File: src/analog_reference_pkg.sv
// constants for the analog reference control register
package analog_reference_pkg;
  localparam int          REG_W                  = 8;
  localparam int          ADDR_W                 = 8;
  localparam logic [7:0]  CONTROL_ADDR           = 8'hD1;
  localparam logic [7:0]  CONTROL_RESET          = 8'h00;
  localparam logic [7:0]  CONTROL_WRITE_MASK     = 8'h1F;
  localparam int          BIT_REF_BUFFER_EN      = 0;
  localparam int          BIT_BIAS_GEN_EN        = 1;
  localparam int          BIT_TEMP_SENSOR_EN     = 2;
  localparam int          BIT_SECOND_ADC_REF_SEL = 3;
  localparam int          BIT_FIRST_ADC_REF_SEL  = 4;
  localparam logic        REF_SEL_PIN            = 1'b0;
  localparam logic        REF_SEL_ALTERNATE      = 1'b1;
  localparam int          ADC_MUX_SEL_W          = 4;
  localparam logic [3:0]  ADC_MUX_TOP_INPUT      = 4'hF;
endpackage : analog_reference_pkg

File: src/analog_reference_control.sv
// analog reference control register and its analog enables
//
// Contract
// - bit 1 turns the bandgap and converter bias generator on or off.
// - bit 0 turns the gain-of-two reference pin buffer on or off.
// - disabled reference buffer output is released; bandgap and buffer draw little.
// - bits 4 and 3 choose each adc reference independently.
// - alternates are first dac output and analog supply respectively.
// - bit 2 turns the temperature sensor on or off.
// - disabled sensor output released; its conversions flagged undefined.
// - sensor output drives the top input of the first adc mux.
module analog_reference_control
  import analog_reference_pkg::*;
(
  // clock, reset, enable
  input  wire logic                                    clk_sys,
  input  wire logic                                    rst_n,
  input  wire logic                                    clk_en,
  // special function register port
  input  wire logic [analog_reference_pkg::ADDR_W-1:0] sfr_addr,
  input  wire logic                                    sfr_wr,
  input  wire logic [analog_reference_pkg::REG_W-1:0]  sfr_wdata,
  output logic      [analog_reference_pkg::REG_W-1:0]  sfr_rdata,
  output logic                                         sfr_sel,
  // analog enables
  output logic                                         bias_generator_enable,
  output logic                                         reference_buffer_enable,
  output logic                                         ref_buffer_oe_n,
  output logic                                         temp_sensor_enable,
  output logic                                         temp_sensor_oe_n,
  // reference selection
  output logic                                         first_adc_reference_select,
  output logic                                         second_adc_reference_select,
  input  wire logic                                    first_adc_reference_pin,
  input  wire logic                                    second_adc_reference_pin,
  input  wire logic                                    first_dac_output,
  input  wire logic                                    analog_supply,
  output logic                                         first_adc_ref,
  output logic                                         second_adc_ref,
  // first adc mux observation
  input  wire logic [analog_reference_pkg::ADC_MUX_SEL_W-1:0] adc_mux_sel,
  output logic                                         adc_sample_undefined
);
  // one decode shared by the write path, the read path and the write sequences of the checks
  function automatic logic is_control_addr(input logic [ADDR_W-1:0] addr);
    return addr == CONTROL_ADDR;
  endfunction : is_control_addr

  logic [REG_W-1:0] control_q;
  logic [REG_W-1:0] control_d;
  wire              hit = is_control_addr(sfr_addr);
  wire              wr_en = clk_en && sfr_wr && hit;

  assign control_d = wr_en ? (sfr_wdata & CONTROL_WRITE_MASK) : control_q;

  always_ff @(posedge clk_sys or negedge rst_n) begin
    if (!rst_n) begin
      control_q <= CONTROL_RESET;
    end else begin
      control_q <= control_d;
    end
  end

  assign sfr_sel   = hit;
  // unmapped addresses read zero so other sfrs can be or-ed in
  assign sfr_rdata = hit ? control_q : '0;

  assign bias_generator_enable = control_q[BIT_BIAS_GEN_EN];
  assign reference_buffer_enable = control_q[BIT_REF_BUFFER_EN];
  assign ref_buffer_oe_n = ~control_q[BIT_REF_BUFFER_EN];
  assign temp_sensor_enable = control_q[BIT_TEMP_SENSOR_EN];
  assign temp_sensor_oe_n = ~control_q[BIT_TEMP_SENSOR_EN];
  assign first_adc_reference_select  = control_q[BIT_FIRST_ADC_REF_SEL];
  assign second_adc_reference_select = control_q[BIT_SECOND_ADC_REF_SEL];

  // alternates: dac output for the first, supply for the second
  localparam int ADC_CNT = 2;
  logic [ADC_CNT-1:0] ref_sel_vec;
  logic [ADC_CNT-1:0] ref_pin_vec;
  logic [ADC_CNT-1:0] ref_alt_vec;
  logic [ADC_CNT-1:0] ref_out_vec;

  assign ref_sel_vec = {control_q[BIT_SECOND_ADC_REF_SEL], control_q[BIT_FIRST_ADC_REF_SEL]};
  assign ref_pin_vec = {second_adc_reference_pin, first_adc_reference_pin};
  assign ref_alt_vec = {analog_supply, first_dac_output};

  // one mux per adc, no shared select
  for (genvar g = 0; g < ADC_CNT; g++) begin : gen_ref_mux
    ref_source_mux u_mux (
      .sel     (ref_sel_vec[g]),
      .pin_ref (ref_pin_vec[g]),
      .alt_ref (ref_alt_vec[g]),
      .ref_out (ref_out_vec[g])
    );
  end

  assign first_adc_ref  = ref_out_vec[0];
  assign second_adc_ref = ref_out_vec[1];

  assign adc_sample_undefined = (adc_mux_sel == ADC_MUX_TOP_INPUT) &&
                                !control_q[BIT_TEMP_SENSOR_EN];
endmodule : analog_reference_control

File: src/ref_source_mux.sv
// one adc reference source multiplexer
module ref_source_mux (
  // select
  input  wire logic sel,
  // sources, digital stand-ins for analog levels
  input  wire logic pin_ref,
  input  wire logic alt_ref,
  // result
  output logic      ref_out
);
  import analog_reference_pkg::*;
  assign ref_out = (sel == REF_SEL_ALTERNATE) ? alt_ref : pin_ref;
endmodule : ref_source_mux

File: config.mk
export PLATFORM = sky130hd
export DESIGN_NAME = analog_reference_control
export DESIGN_NICKNAME = d
export VERILOG_FILES = /design/src/analog_reference_pkg.sv /design/src/analog_reference_control.sv /design/src/ref_source_mux.sv
export SDC_FILE = /design/constraint.sdc
export NUM_CORES = 1
export LEC_CHECK = 0
export BUFFER_PORTS_ARGS = -buffer_cell sky130_fd_sc_hd__buf_2
export CORE_AREA = 2 2 39 41
export CTS_BUF_LIST = sky130_fd_sc_hd__clkbuf_8
export DETAILED_ROUTE_END_ITERATION = 8
export DIE_AREA = 0 0 41 43
export PLACE_DENSITY = 0.72
export SLEW_MARGIN = 0
export SYNTH_ARGS = -nofsm -noshare
export SYNTH_HDL_FRONTEND = slang
export SYNTH_HIERARCHICAL = 1
export SYNTH_SLANG_ARGS = --single-unit
File: constraint.sdc
create_clock -name clk_sys -period 1 [get_ports clk_sys]
set_input_delay 0.2 -clock clk_sys [delete_from_list [all_inputs] [get_ports clk_sys]]
set_output_delay 0.2 -clock clk_sys [all_outputs]
set_load 0.01 [all_outputs]
==> metrics, run 1 <==
ys flop type dfrtp_1; Slew Limit Fails 0; Top Ports 47; final setup margin -0.271 ns; pwr dens just over 900 nW/um2; Peak VDD IR between 700 and 800 uV; Max Root-Sink Buffers 2; setup violators final 19; Top cell by count, worst path buf_6; R2R Setup Slk approximately 0.10 ns; Sink Count 5; area of the die 1760 um2; FF-to-FF Start control_q[3]; Reg-to-Reg End control_q[3]; commonest cells in the netlist dfrtp_1, mux2_2, and2_1, buf_4; Starting DRT DRC Count 0; wire per inst about 11 um; H-tree depth 1; Synth Cell Area between 300 and 400 um2; multi-input logic area ~240 um2; area leader, netlist dfrtp_1; FP Rows 14; clk root buf clkbuf_8; fillcell total 124; outcome finished, violations left; Synth warnings 6; Worst Path Max Fanout 3; DRC viols 0; fmax between 700 and 800 MHz; crit start category input pin; Inserted Diodes 0; Max-cap violations 0; vias in the first global route ~390; period utilisation layout 1.27; Initial Utilization 0.258; Die Y approximately 43 um; largest reg by FF count control_q; Num CTS Buffers 3; Crit Path Category in -> out; layout cells sized above 1 0.795; Hold Vio Cnt, Final 0; Core Region between 1000 and 1500 um2; Slowest-stage cell, CP nor4_4; syn_area_per_cell 11.5 um2; Hold Crit Start sfr_wdata[2]; Distinct cells, synth 15; DP Area 619 um2; hold path endpoint control_q[2]; max reg flops 5; Synth async-reset ratio 1.00; clock period minus worst slack 1.27 ns; GRT Overall Usage 0.143; pin count of the biggest net entering global routing 6; CP peak stage delay 0.25 ns; vias per cell roughly 4.3; failing checks negative setup slack; Yosys reg bits 5; sequential cell area fraction in the yosys report 0.351; cells after synthesis 31; Worst-Skew Late Latency approximately 0.21 ns; worst hold path class in -> reg; crit path DAT between 1 and 1.5 ns; final wirelength roughly 1.1 mm; top-area cell type share of the netlist area 0.351; RSZ-0062 raised after global routing yes; Die Width roughly 40 um; Min-Delay Path Depth 2; antenna-violating nets left 0; fin nets 112; crit path capture type output pin; Area Growth Syn to Fin 120%; Seq. cell area roughly 130 um2; Lkg Pwr roughly 0.44 nW; CTS tree done; routability cong. 0.638; clk_skew 0 ns; fin cells just under 100; initial antenna violation count 0; Pre-Repair DR Iteration Count 1; dpl cells 93; clock-pin slew of the registers on the worst-case setup and hold paths 0.04 ns; Synth area leaders dfrtp_1, mux2_2, mux2_4, nand4bb_4, buf_4; Finished Cell Area 783 um2; routed vias roughly 420; Top Registers control_q: 5 flops; crit-path cells buf_6 > nand4bb_4 > buf_6 > nor4_4 > buf_2; Overflow after GRT 0; input/output buffers 40; Post-synth EDFFs 0; global-route wire length before repair ~1.6 mm; CP Data Required Time 0.80 ns; FF-to-FF path depth 2
[timing repair]
item,in CTS,in global routing
resized for setup,17,4
setup endpoints to repair,19,20
pin swaps,4,1
hold buffers,1,0
endpoints found under the hold margin,5,0
buffers inserted,1,1
[metal layers]
layer  track usage  up-vias  share of wire
met2         0.250       18           0.59
met5             0        -              0
met1         0.132      196           0.34
met4        0.0600        0              0
li1              -      208              -
met3        0.0628        0          0.070
[through the flow]
step | setup WS [ns] | utilization | hold WS, ns | power (mW) | setup TNS, ns
2_1_floorplan | -0.269 | - | -0.0956 | 0.272 | -2.18
3_3_place_gp | -0.358 | 0.448 | 0.0179 | 0.338 | -3.42
3_5_place_dp | -0.384 | 0.448 | 0.0194 | 0.340 | -3.64
4_1_cts | -0.279 | 0.560 | 0.213 | 0.738 | -3.61
5_1_grt | -0.337 | 0.566 | 0.211 | 0.780 | -4.42
6_report | -0.271 | 0.566 | 0.214 | 0.728 | -3.63
[cell families (layout without fill, tap and decap cells)]
logic type / after synthesis / in the layout / share of synthesized area
other: 1 / 3 / 0.0105
muxes: 7 / 7 / 0.242
DFF: 5 / 5 / 0.351
buffers and inverters: 5 / 55 / 0.0842
and+or+nand+nor: 13 / 13 / 0.312
[critical path: cells and delay by family]
| family | cells | cell delay (ns) |
|---|---|---|
| buffers and inverters | 3 | 0.41 |
| and+or+nand+nor | 2 | 0.47 |
[worst max-delay path by stage]
stage	start	endpoint	slack, ns	depth (start not counted)
6_report	sfr_addr[5]	sfr_rdata[0]	-0.27	5
3_5_place_dp	sfr_addr[5]	control_q[4]	-0.38	5
3_3_place_gp	sfr_addr[5]	control_q[2]	-0.36	5
5_1_grt	sfr_addr[5]	sfr_rdata[3]	-0.34	6
4_1_cts	sfr_addr[5]	sfr_rdata[0]	-0.28	5
2_1_floorplan	sfr_addr[5]	control_q[0]	-0.27	3
[cell usage in the layout (no fill, tap or decap), drive strengths merged, types with 2 or more instances in the layout]
| cell | netlist | routed |
|---|---|---|
| dfrtp | 5 | 5 |
| mux2 | 7 | 7 |
| conb | 1 | 3 |
| nor4 | 3 | 3 |
| and2 | 3 | 3 |
| clkbuf | 0 | 3 |
| nand2 | 2 | 2 |
| inv | 2 | 3 |
| buf | 3 | 48 |
[final cells by class]
cell class / count / area share
multi-input cells: 23 / 0.304
clock buffers: 3 / 0.0527
clock inverters: 1 / 0.00479
well taps: 16 / 0.0256
flip-flops and latches: 5 / 0.160
repair buffers: 49 / 0.444
inverters: 2 / 0.00958
[report_power, final]
| group | internal, mW | switching [mW] | total [mW] | leakage, nW |
|---|---|---|---|---|
| logic | 0.0959 | 0.0624 | 0.158 | 0.342 |
| clock network | 0.263 | 0.0935 | 0.356 | 0.0269 |
| registers | 0.209 | 0.00477 | 0.214 | 0.0694 |
| total | 0.568 | 0.161 | 0.728 | 0.438 |
Note: power is estimated with default switching activity, not from simulation.
==> run 2, diff against run 1 <==
--- a/config.mk
+++ b/config.mk
@@ -7,7 +7,8 @@
 export LEC_CHECK = 0
+export ABC_AREA = 1
 export BUFFER_PORTS_ARGS = -buffer_cell sky130_fd_sc_hd__buf_2
-export CORE_AREA = 2 2 39 41
+export CORE_AREA = 2 2 41 43
 export CTS_BUF_LIST = sky130_fd_sc_hd__clkbuf_8
 export DETAILED_ROUTE_END_ITERATION = 8
-export DIE_AREA = 0 0 41 43
+export DIE_AREA = 0 0 43 45
 export PLACE_DENSITY = 0.72
==> constraint.sdc (replaced) <==
create_clock -name clk_sys -period 1 [get_ports clk_sys]
set_input_delay 0.25 -clock clk_sys [delete_from_list [all_inputs] [get_ports clk_sys]]
set_output_delay 0.25 -clock clk_sys [all_outputs]
set_load 0.01 [all_outputs]
==> metrics, run 2 <==
outcome finished, violations left; failing checks negative setup slack; DP Worst Slack -0.170 ns (+0.214 ns); crit start category flop; Die Y 45 um (+4.7%); Distinct cells, synth 14 (-1); Synth area leaders dfrtp_1, nand2_1, inv_1, nor2_8, nand4_1; crit path capture type output pin; Hold Vio Cnt, Final 0 (unchanged); Die Width 43 um (+4.9%); Max Root-Sink Buffers 2 (unchanged); area of the die 1940 um2 (+9.8%); Peak VDD IR 560 uV (-26%); fin cells 134 (+35%); vias in the first global route 505 (+30%); Pre-Repair DR Iteration Count 4 (+3); syn_area_per_cell 7.02 um2 (-39%); CTS tree done; CP Data Required Time 0.75 ns (-0.05 ns); Slew Limit Fails 0 (unchanged); Critical path buffers and inverters 2 (-1); Synth async-reset ratio 1.00 (unchanged); H-tree depth 1 (unchanged); Synth warnings 6 (unchanged); final wirelength 1.25 mm (+15%); Max-cap violations 0 (unchanged); clk_skew 0 ns (unchanged); routability cong. 0.751 (+18%); crit-path cells inv_1 > nand2_1 > nand2_1 > buf_2; global-route wire length before repair 1.98 mm (+24%); FP Rows 14 (unchanged); pin count of the biggest net entering global routing 7 (+1); input/output buffers 40 (unchanged); Lkg Pwr 0.537 nW (+22%); clock period minus worst slack 1.16 ns (-0.111 ns); final setup margin -0.160 ns (+0.111 ns); crit path DAT 0.91 ns (-0.16 ns); vias per cell 4.22 (-0.91%); Detail Route met2 WL 621 um (-3.1%); Worst Path Max Fanout 5 (+2); Crit Path Category reg -> out; Inserted Diodes 0 (unchanged); Top Ports 47 (unchanged); Routed met3 length 103 um (+36%); area leader, netlist dfrtp_1; layout cells sized above 1 0.636 (-0.160); top-count cell post-synth nand2_1; cells after synthesis 62 (+100%); ys flop type dfrtp_1; Yosys reg bits 5 (unchanged); Top Registers control_q: 5 flops; highest routed layer met4; Slowest-stage cell, CP dfrtp_1; total power 0.768 mW (+5.4%); fin nets 147 (+31%); Core Region 1470 um2 (+6.3%); final setup TNS -1.54 ns (+2.08 ns); hold slack 0.293 ns (+0.0792 ns); Starting DRT DRC Count 5 (+5); clk root buf clkbuf_8; pwr dens 897 nW/um2 (-3.5%); worst hold path class in -> reg; GRT Overall Usage 0.135 (-0.00758); Area Growth Syn to Fin 96.6%; most frequent cells in the layout buf_2, nand2_1, buf_4, inv_1; setup violators final 15 (-4); Worst-Skew Late Latency 0.22 ns (about the same); max reg flops 5 (unchanged); wire per inst 9.34 um (-15%); top-area cell type share of the netlist area 0.287 (-0.0635); Synth Cell Area 435 um2 (+22%); RSZ-0062 raised after global routing yes; met1 WL 496 um (+34%); Num CTS Buffers 3 (unchanged); fmax 862 MHz (+9.6%); dpl cells 121 (+30%); sequential cell area fraction in the yosys report 0.287 (-0.0635); initial antenna violation count 0 (unchanged); Sink Count 5 (unchanged); antenna-violating nets left 0 (unchanged); Post-synth EDFFs 0 (unchanged); period utilisation layout 1.16 (-0.111); largest reg by FF count control_q; delay-heaviest family, CP flip-flops; commonest non-fill, non-tap cell in the layout buf_2; Initial Utilization 0.296 (+0.0382); Top cell by count, worst path nand2_1; routed vias 566 (+34%); commonest cells in the netlist nand2_1, inv_1, nand4_1, nor2_1, dfrtp_1; CP peak stage delay 0.41 ns (+0.16 ns); Overflow after GRT 0 (unchanged); clock-pin slew of the registers on the worst-case setup and hold paths 0.04 ns (about the same); DRC viols 0 (unchanged)
==> run 2: changes by cell type in the layout (fill, tap and decap cells not counted), sizes merged, moves of 3 or more <==
cell   previous run  this run
mux2              7         0
nor2              1         9
and2              3         0
nor4              3         0
buf              48        52
nand2             2        21
inv               3        16
nand4             1         6
==> run 2: worst paths after layout <==
check,from,end,slack (ns),cells after the start
min in group asynchronous,rst_n,control_q[4],0.38,2
worst min-delay path,sfr_wdata[2],control_q[2],0.29,3
max in group asynchronous,rst_n,control_q[2],0.49,2
worst min register to register,control_q[1],control_q[1],0.59,3
worst max register to register,control_q[3],control_q[3],0.12,4
worst max-delay path,control_q[4],first_adc_ref,-0.16,4
==> run 2: stage by stage <==
stage / instance area (um2) / util
after global placement: 671 / 0.456
after detailed placement: 671 / 0.456
after CTS: 796 / 0.541
after global routing: 856 / 0.582
final: 856 / 0.582
after floorplan: 443 / -
==> run 2: area by class of cell <==
cell class / instances / area, um2
fill: 150 / 616
multi-input combinational: 41 / 269
timing repair buffer: 53 / 335
tap: 16 / 20.0
sequential: 5 / 125
clock buffer: 3 / 41.3
inverter: 15 / 61.3
clock inverter: 1 / 3.75
==> run 2: what timing repair did <==
action                                 4_1_cts  5_1_grt
setup endpoints to repair                   16       21
pin swaps                                    3        6
hold buffers                                 1        0
buffers inserted                             6        4
endpoints found under the hold margin        5        0
gates resized for setup                      5       14
==> run 2: where the power goes <==
group	total, mW	switching, mW	internal [mW]
clock network	0.372	0.108	0.264
logic	0.181	0.0881	0.0934
registers	0.215	0.00572	0.209
total	0.768	0.201	0.566
==> run 2: cells by family (layout without fill, tap and decap cells) <==
kind of cell	after synthesis	after routing	synth area share
buf+inv	18	72	0.181
other cells	1	3	0.00861
simple gates	38	38	0.523
flops	5	5	0.287
==> run 2: metal layers <==
| metal | track usage | up-vias |
|---|---|---|
| met2 | 0.248 | 31 |
| met4 | 0.0788 | 0 |
| met3 | 0.0240 | 4 |
| li1 | - | 291 |
| met5 | 0 | - |
| met1 | 0.146 | 240 |
==> run 2: worst min-delay path, cell delays in order <==
cell	delay, ns
buf_2	0.08
nand4_1	0.08
nand2_1	0.07
==> run 3, diff against run 2 <==
CORE_AREA = 2 2 39 41   (was 2 2 41 43)
DIE_AREA = 0 0 41 43   (was 0 0 43 45)
PLACE_DENSITY = 0.73   (was 0.72)
SYNTH_HIERARCHICAL = not set   (was 1)
==> metrics, run 3 <==
Top Ports 47 (unchanged); crit-path cells inv_2 > nand2_2 > nand2_1 > buf_2; Distinct cells, synth 10 (-4); Crit Path Category reg -> out; Sink Count 5 (unchanged); antenna-violating nets left 0 (unchanged); Top Registers control_q: 5 flops; Num CTS Buffers 3 (unchanged); period utilisation layout 1.16 (+0.00411); Inserted Diodes 0 (unchanged); Post-synth EDFFs 0 (unchanged); Finished Cell Area 802 um2 (-6.3%); vias per cell 4.12 (-2.5%); CP peak stage delay 0.40 ns (about the same); final setup margin -0.164 ns (-0.00411 ns); area leader, netlist dfrtp_1; Yosys reg bits 5 (unchanged); Overflow after GRT 0 (unchanged); DP Worst Slack -0.168 ns (+0.00192 ns); Reg-to-Reg End control_q[2]; DRC viols 0 (unchanged); Critical path buffers and inverters 2 (unchanged); fillcell total 133 (-11%); FF-to-FF path depth 4 (unchanged); Synth async-reset ratio 1.00 (unchanged); clock period minus worst slack 1.16 ns (+0.00411 ns); hold path endpoint control_q[2]; final wirelength 1.13 mm (-9.4%); total power 0.736 mW (-4.1%); clk root buf clkbuf_8; sequential fraction of design power 0.291 (+0.011); clock-pin slew of the registers on the worst-case setup and hold paths 0.04 ns (about the same); R2R Setup Slk 0.12 ns (about the same); global-route wire length before repair 1.73 mm (-13%); Hold Crit Start sfr_wdata[2]; clock share of power 0.504 (+0.020); Max Root-Sink Buffers 2 (unchanged); worst hold path class in -> reg; Slowest-stage cell, CP dfrtp_1; top-area cell type share of the netlist area 0.336 (+0.0482); Area Growth Syn to Fin 115%; commonest cells in the netlist nand2_1, inv_1, nand4_1, nor2_1, dfrtp_1; most frequent cells in the layout buf_2, nand2_1, buf_6, buf_4, inv_2; max reg flops 5 (unchanged); Synth warnings 0 (-6); fmax 859 MHz (-0.35%); largest reg by FF count control_q; GRT Overall Usage 0.146 (+0.0113); Worst Path Max Fanout 4 (-1); Lkg Pwr 0.483 nW (-10%); top-count cell post-synth nand2_1; wire per inst 9.00 um (-3.7%); Core Region 1380 um2 (-6.0%); H-tree depth 1 (unchanged); setup violators final 15 (unchanged); CP Data Required Time 0.75 ns (about the same); Synth Cell Area 373 um2 (-14%); sequential cell area fraction in the yosys report 0.336 (+0.0482); FF-to-FF Start control_q[2]; Switching Fraction 0.247 (-0.0155); ys flop type dfrtp_1; Min-Delay Path Depth 3 (unchanged); syn_area_per_cell 6.54 um2 (-6.9%); crit path capture type output pin; Hold Vio Cnt, Final 0 (unchanged); input/output buffers 40 (unchanged); largest family of logic cells by synthesized area simple AND/OR/NAND/NOR gates; vias in the first global route 458 (-9.3%); routed vias 519 (-8.3%); routability cong. 0.640 (-15%); Max-cap violations 0 (unchanged); CTS tree done; crit start category flop; initial antenna violation count 0 (unchanged); Synth area leaders dfrtp_1, nand2_1, inv_1, nand4_1, buf_4; Internal Pwr Total 0.555 mW (-2.1%); pin count of the biggest net entering global routing 7 (unchanged); switching power 0.182 mW (-9.8%); compound-gate portion of the synthesized area 0 (unchanged); Synth Area in Adders 0 (unchanged); outcome finished, violations left; clk_skew 0 ns (unchanged); FP Rows 14 (unchanged); Synth Area in Simple Gates 0.483 (-0.0398); Peak VDD IR 599 uV (+7.1%); pwr dens 918 nW/um2 (+2.3%); failing checks negative setup slack; Starting DRT DRC Count 7 (+2); Initial Utilization 0.269 (-0.0265); commonest non-fill, non-tap cell in the layout buf_2; Slew Limit Fails 0 (unchanged); Die Y 43 um (-4.4%); Worst-Skew Late Latency 0.22 ns (about the same); layout cells sized above 1 0.682 (+0.0462); xor/xnor share of the synthesized area 0 (unchanged); Pre-Repair DR Iteration Count 2 (-2); combinational power share 0.205 (-0.031); area of the die 1760 um2 (-8.9%); Die Width 41 um (-4.7%); DP Area 636 um2 (-5.2%); crit path DAT 0.91 ns (about the same); delay-heaviest family, CP flip-flops; mux cell area share after synthesis 0 (unchanged); fin nets 139 (-5.4%); cells after synthesis 57 (-8.1%); hold slack 0.278 ns (-0.0155 ns); RSZ-0062 raised after global routing yes
==> run 3: through the flow <==
stage	cells	TNS, ns	utilization
after floorplan	59	-0.00844	-
after global routing	126	-2.13	0.580
after global placement	114	-1.11	0.459
after detailed placement	114	-1.31	0.459
final	126	-1.48	0.580
after CTS	125	-1.58	0.572
==> run 3: final cells by class <==
type	count	area, um2	area share
clock buffers	3	41.3	0.0515
clock inverters	1	3.75	0.00468
inverters	11	43.8	0.0546
multi-input cells	40	234	0.292
flip-flops and latches	5	125	0.156
well taps	16	20.0	0.0250
repair buffers	50	334	0.417
==> run 3: repair_timing <==
| action | CTS | global route |
|---|---|---|
| hold buffers | 1 | 0 |
| gates cloned | 0 | 0 |
| endpoints found under the hold margin | 5 | 0 |
| endpoints found under the setup margin | 16 | 16 |
| pin swaps | 2 | 0 |
| resized for setup | 14 | 1 |
| buffers inserted | 6 | 1 |
==> run 3: power groups by stage <==
stage | registers [mW] | logic (mW) | clock network, mW
2_1_floorplan | 0.218 | 0.0596 | 0
3_3_place_gp | 0.217 | 0.122 | 0
3_5_place_dp | 0.217 | 0.126 | 0
4_1_cts | 0.215 | 0.150 | 0.375
5_1_grt | 0.215 | 0.167 | 0.381
6_report | 0.214 | 0.151 | 0.371
==> run 3: cell families after synthesis <==
group,count (synthesis)
buffers and inverters,14
AND/OR/NAND/NOR,37
other,1
flip-flops,5
==> run 3: worst min-delay path, delay by kind of cell <==
family / cells / cell delay, ns
simple gates: 2 / 0.15
buf+inv: 1 / 0.07
==> run 3: worst max path at each step <==
stage | cells after the start | slack (ns) | from | to
after floorplan | 5 | -0.003 | sfr_addr[1] | sfr_rdata[2]
after global placement | 7 | -0.15 | sfr_addr[1] | sfr_rdata[1]
final | 4 | -0.16 | control_q[3] | second_adc_ref
after global routing | 3 | -0.22 | control_q[2] | sfr_rdata[2]
after CTS | 4 | -0.18 | control_q[3] | second_adc_ref
after detailed placement | 7 | -0.17 | sfr_addr[1] | sfr_rdata[1]
==> run 3: per-layer routing <==
metal | global-route usage | vias to the layer above | routed length [um]
li1 | - | 272 | -
met1 | 0.144 | 213 | 381
met2 | 0.250 | 30 | 614
met3 | 0.0314 | 4 | 109
met4 | 0.100 | 0 | 29
met5 | 0 | - | 0
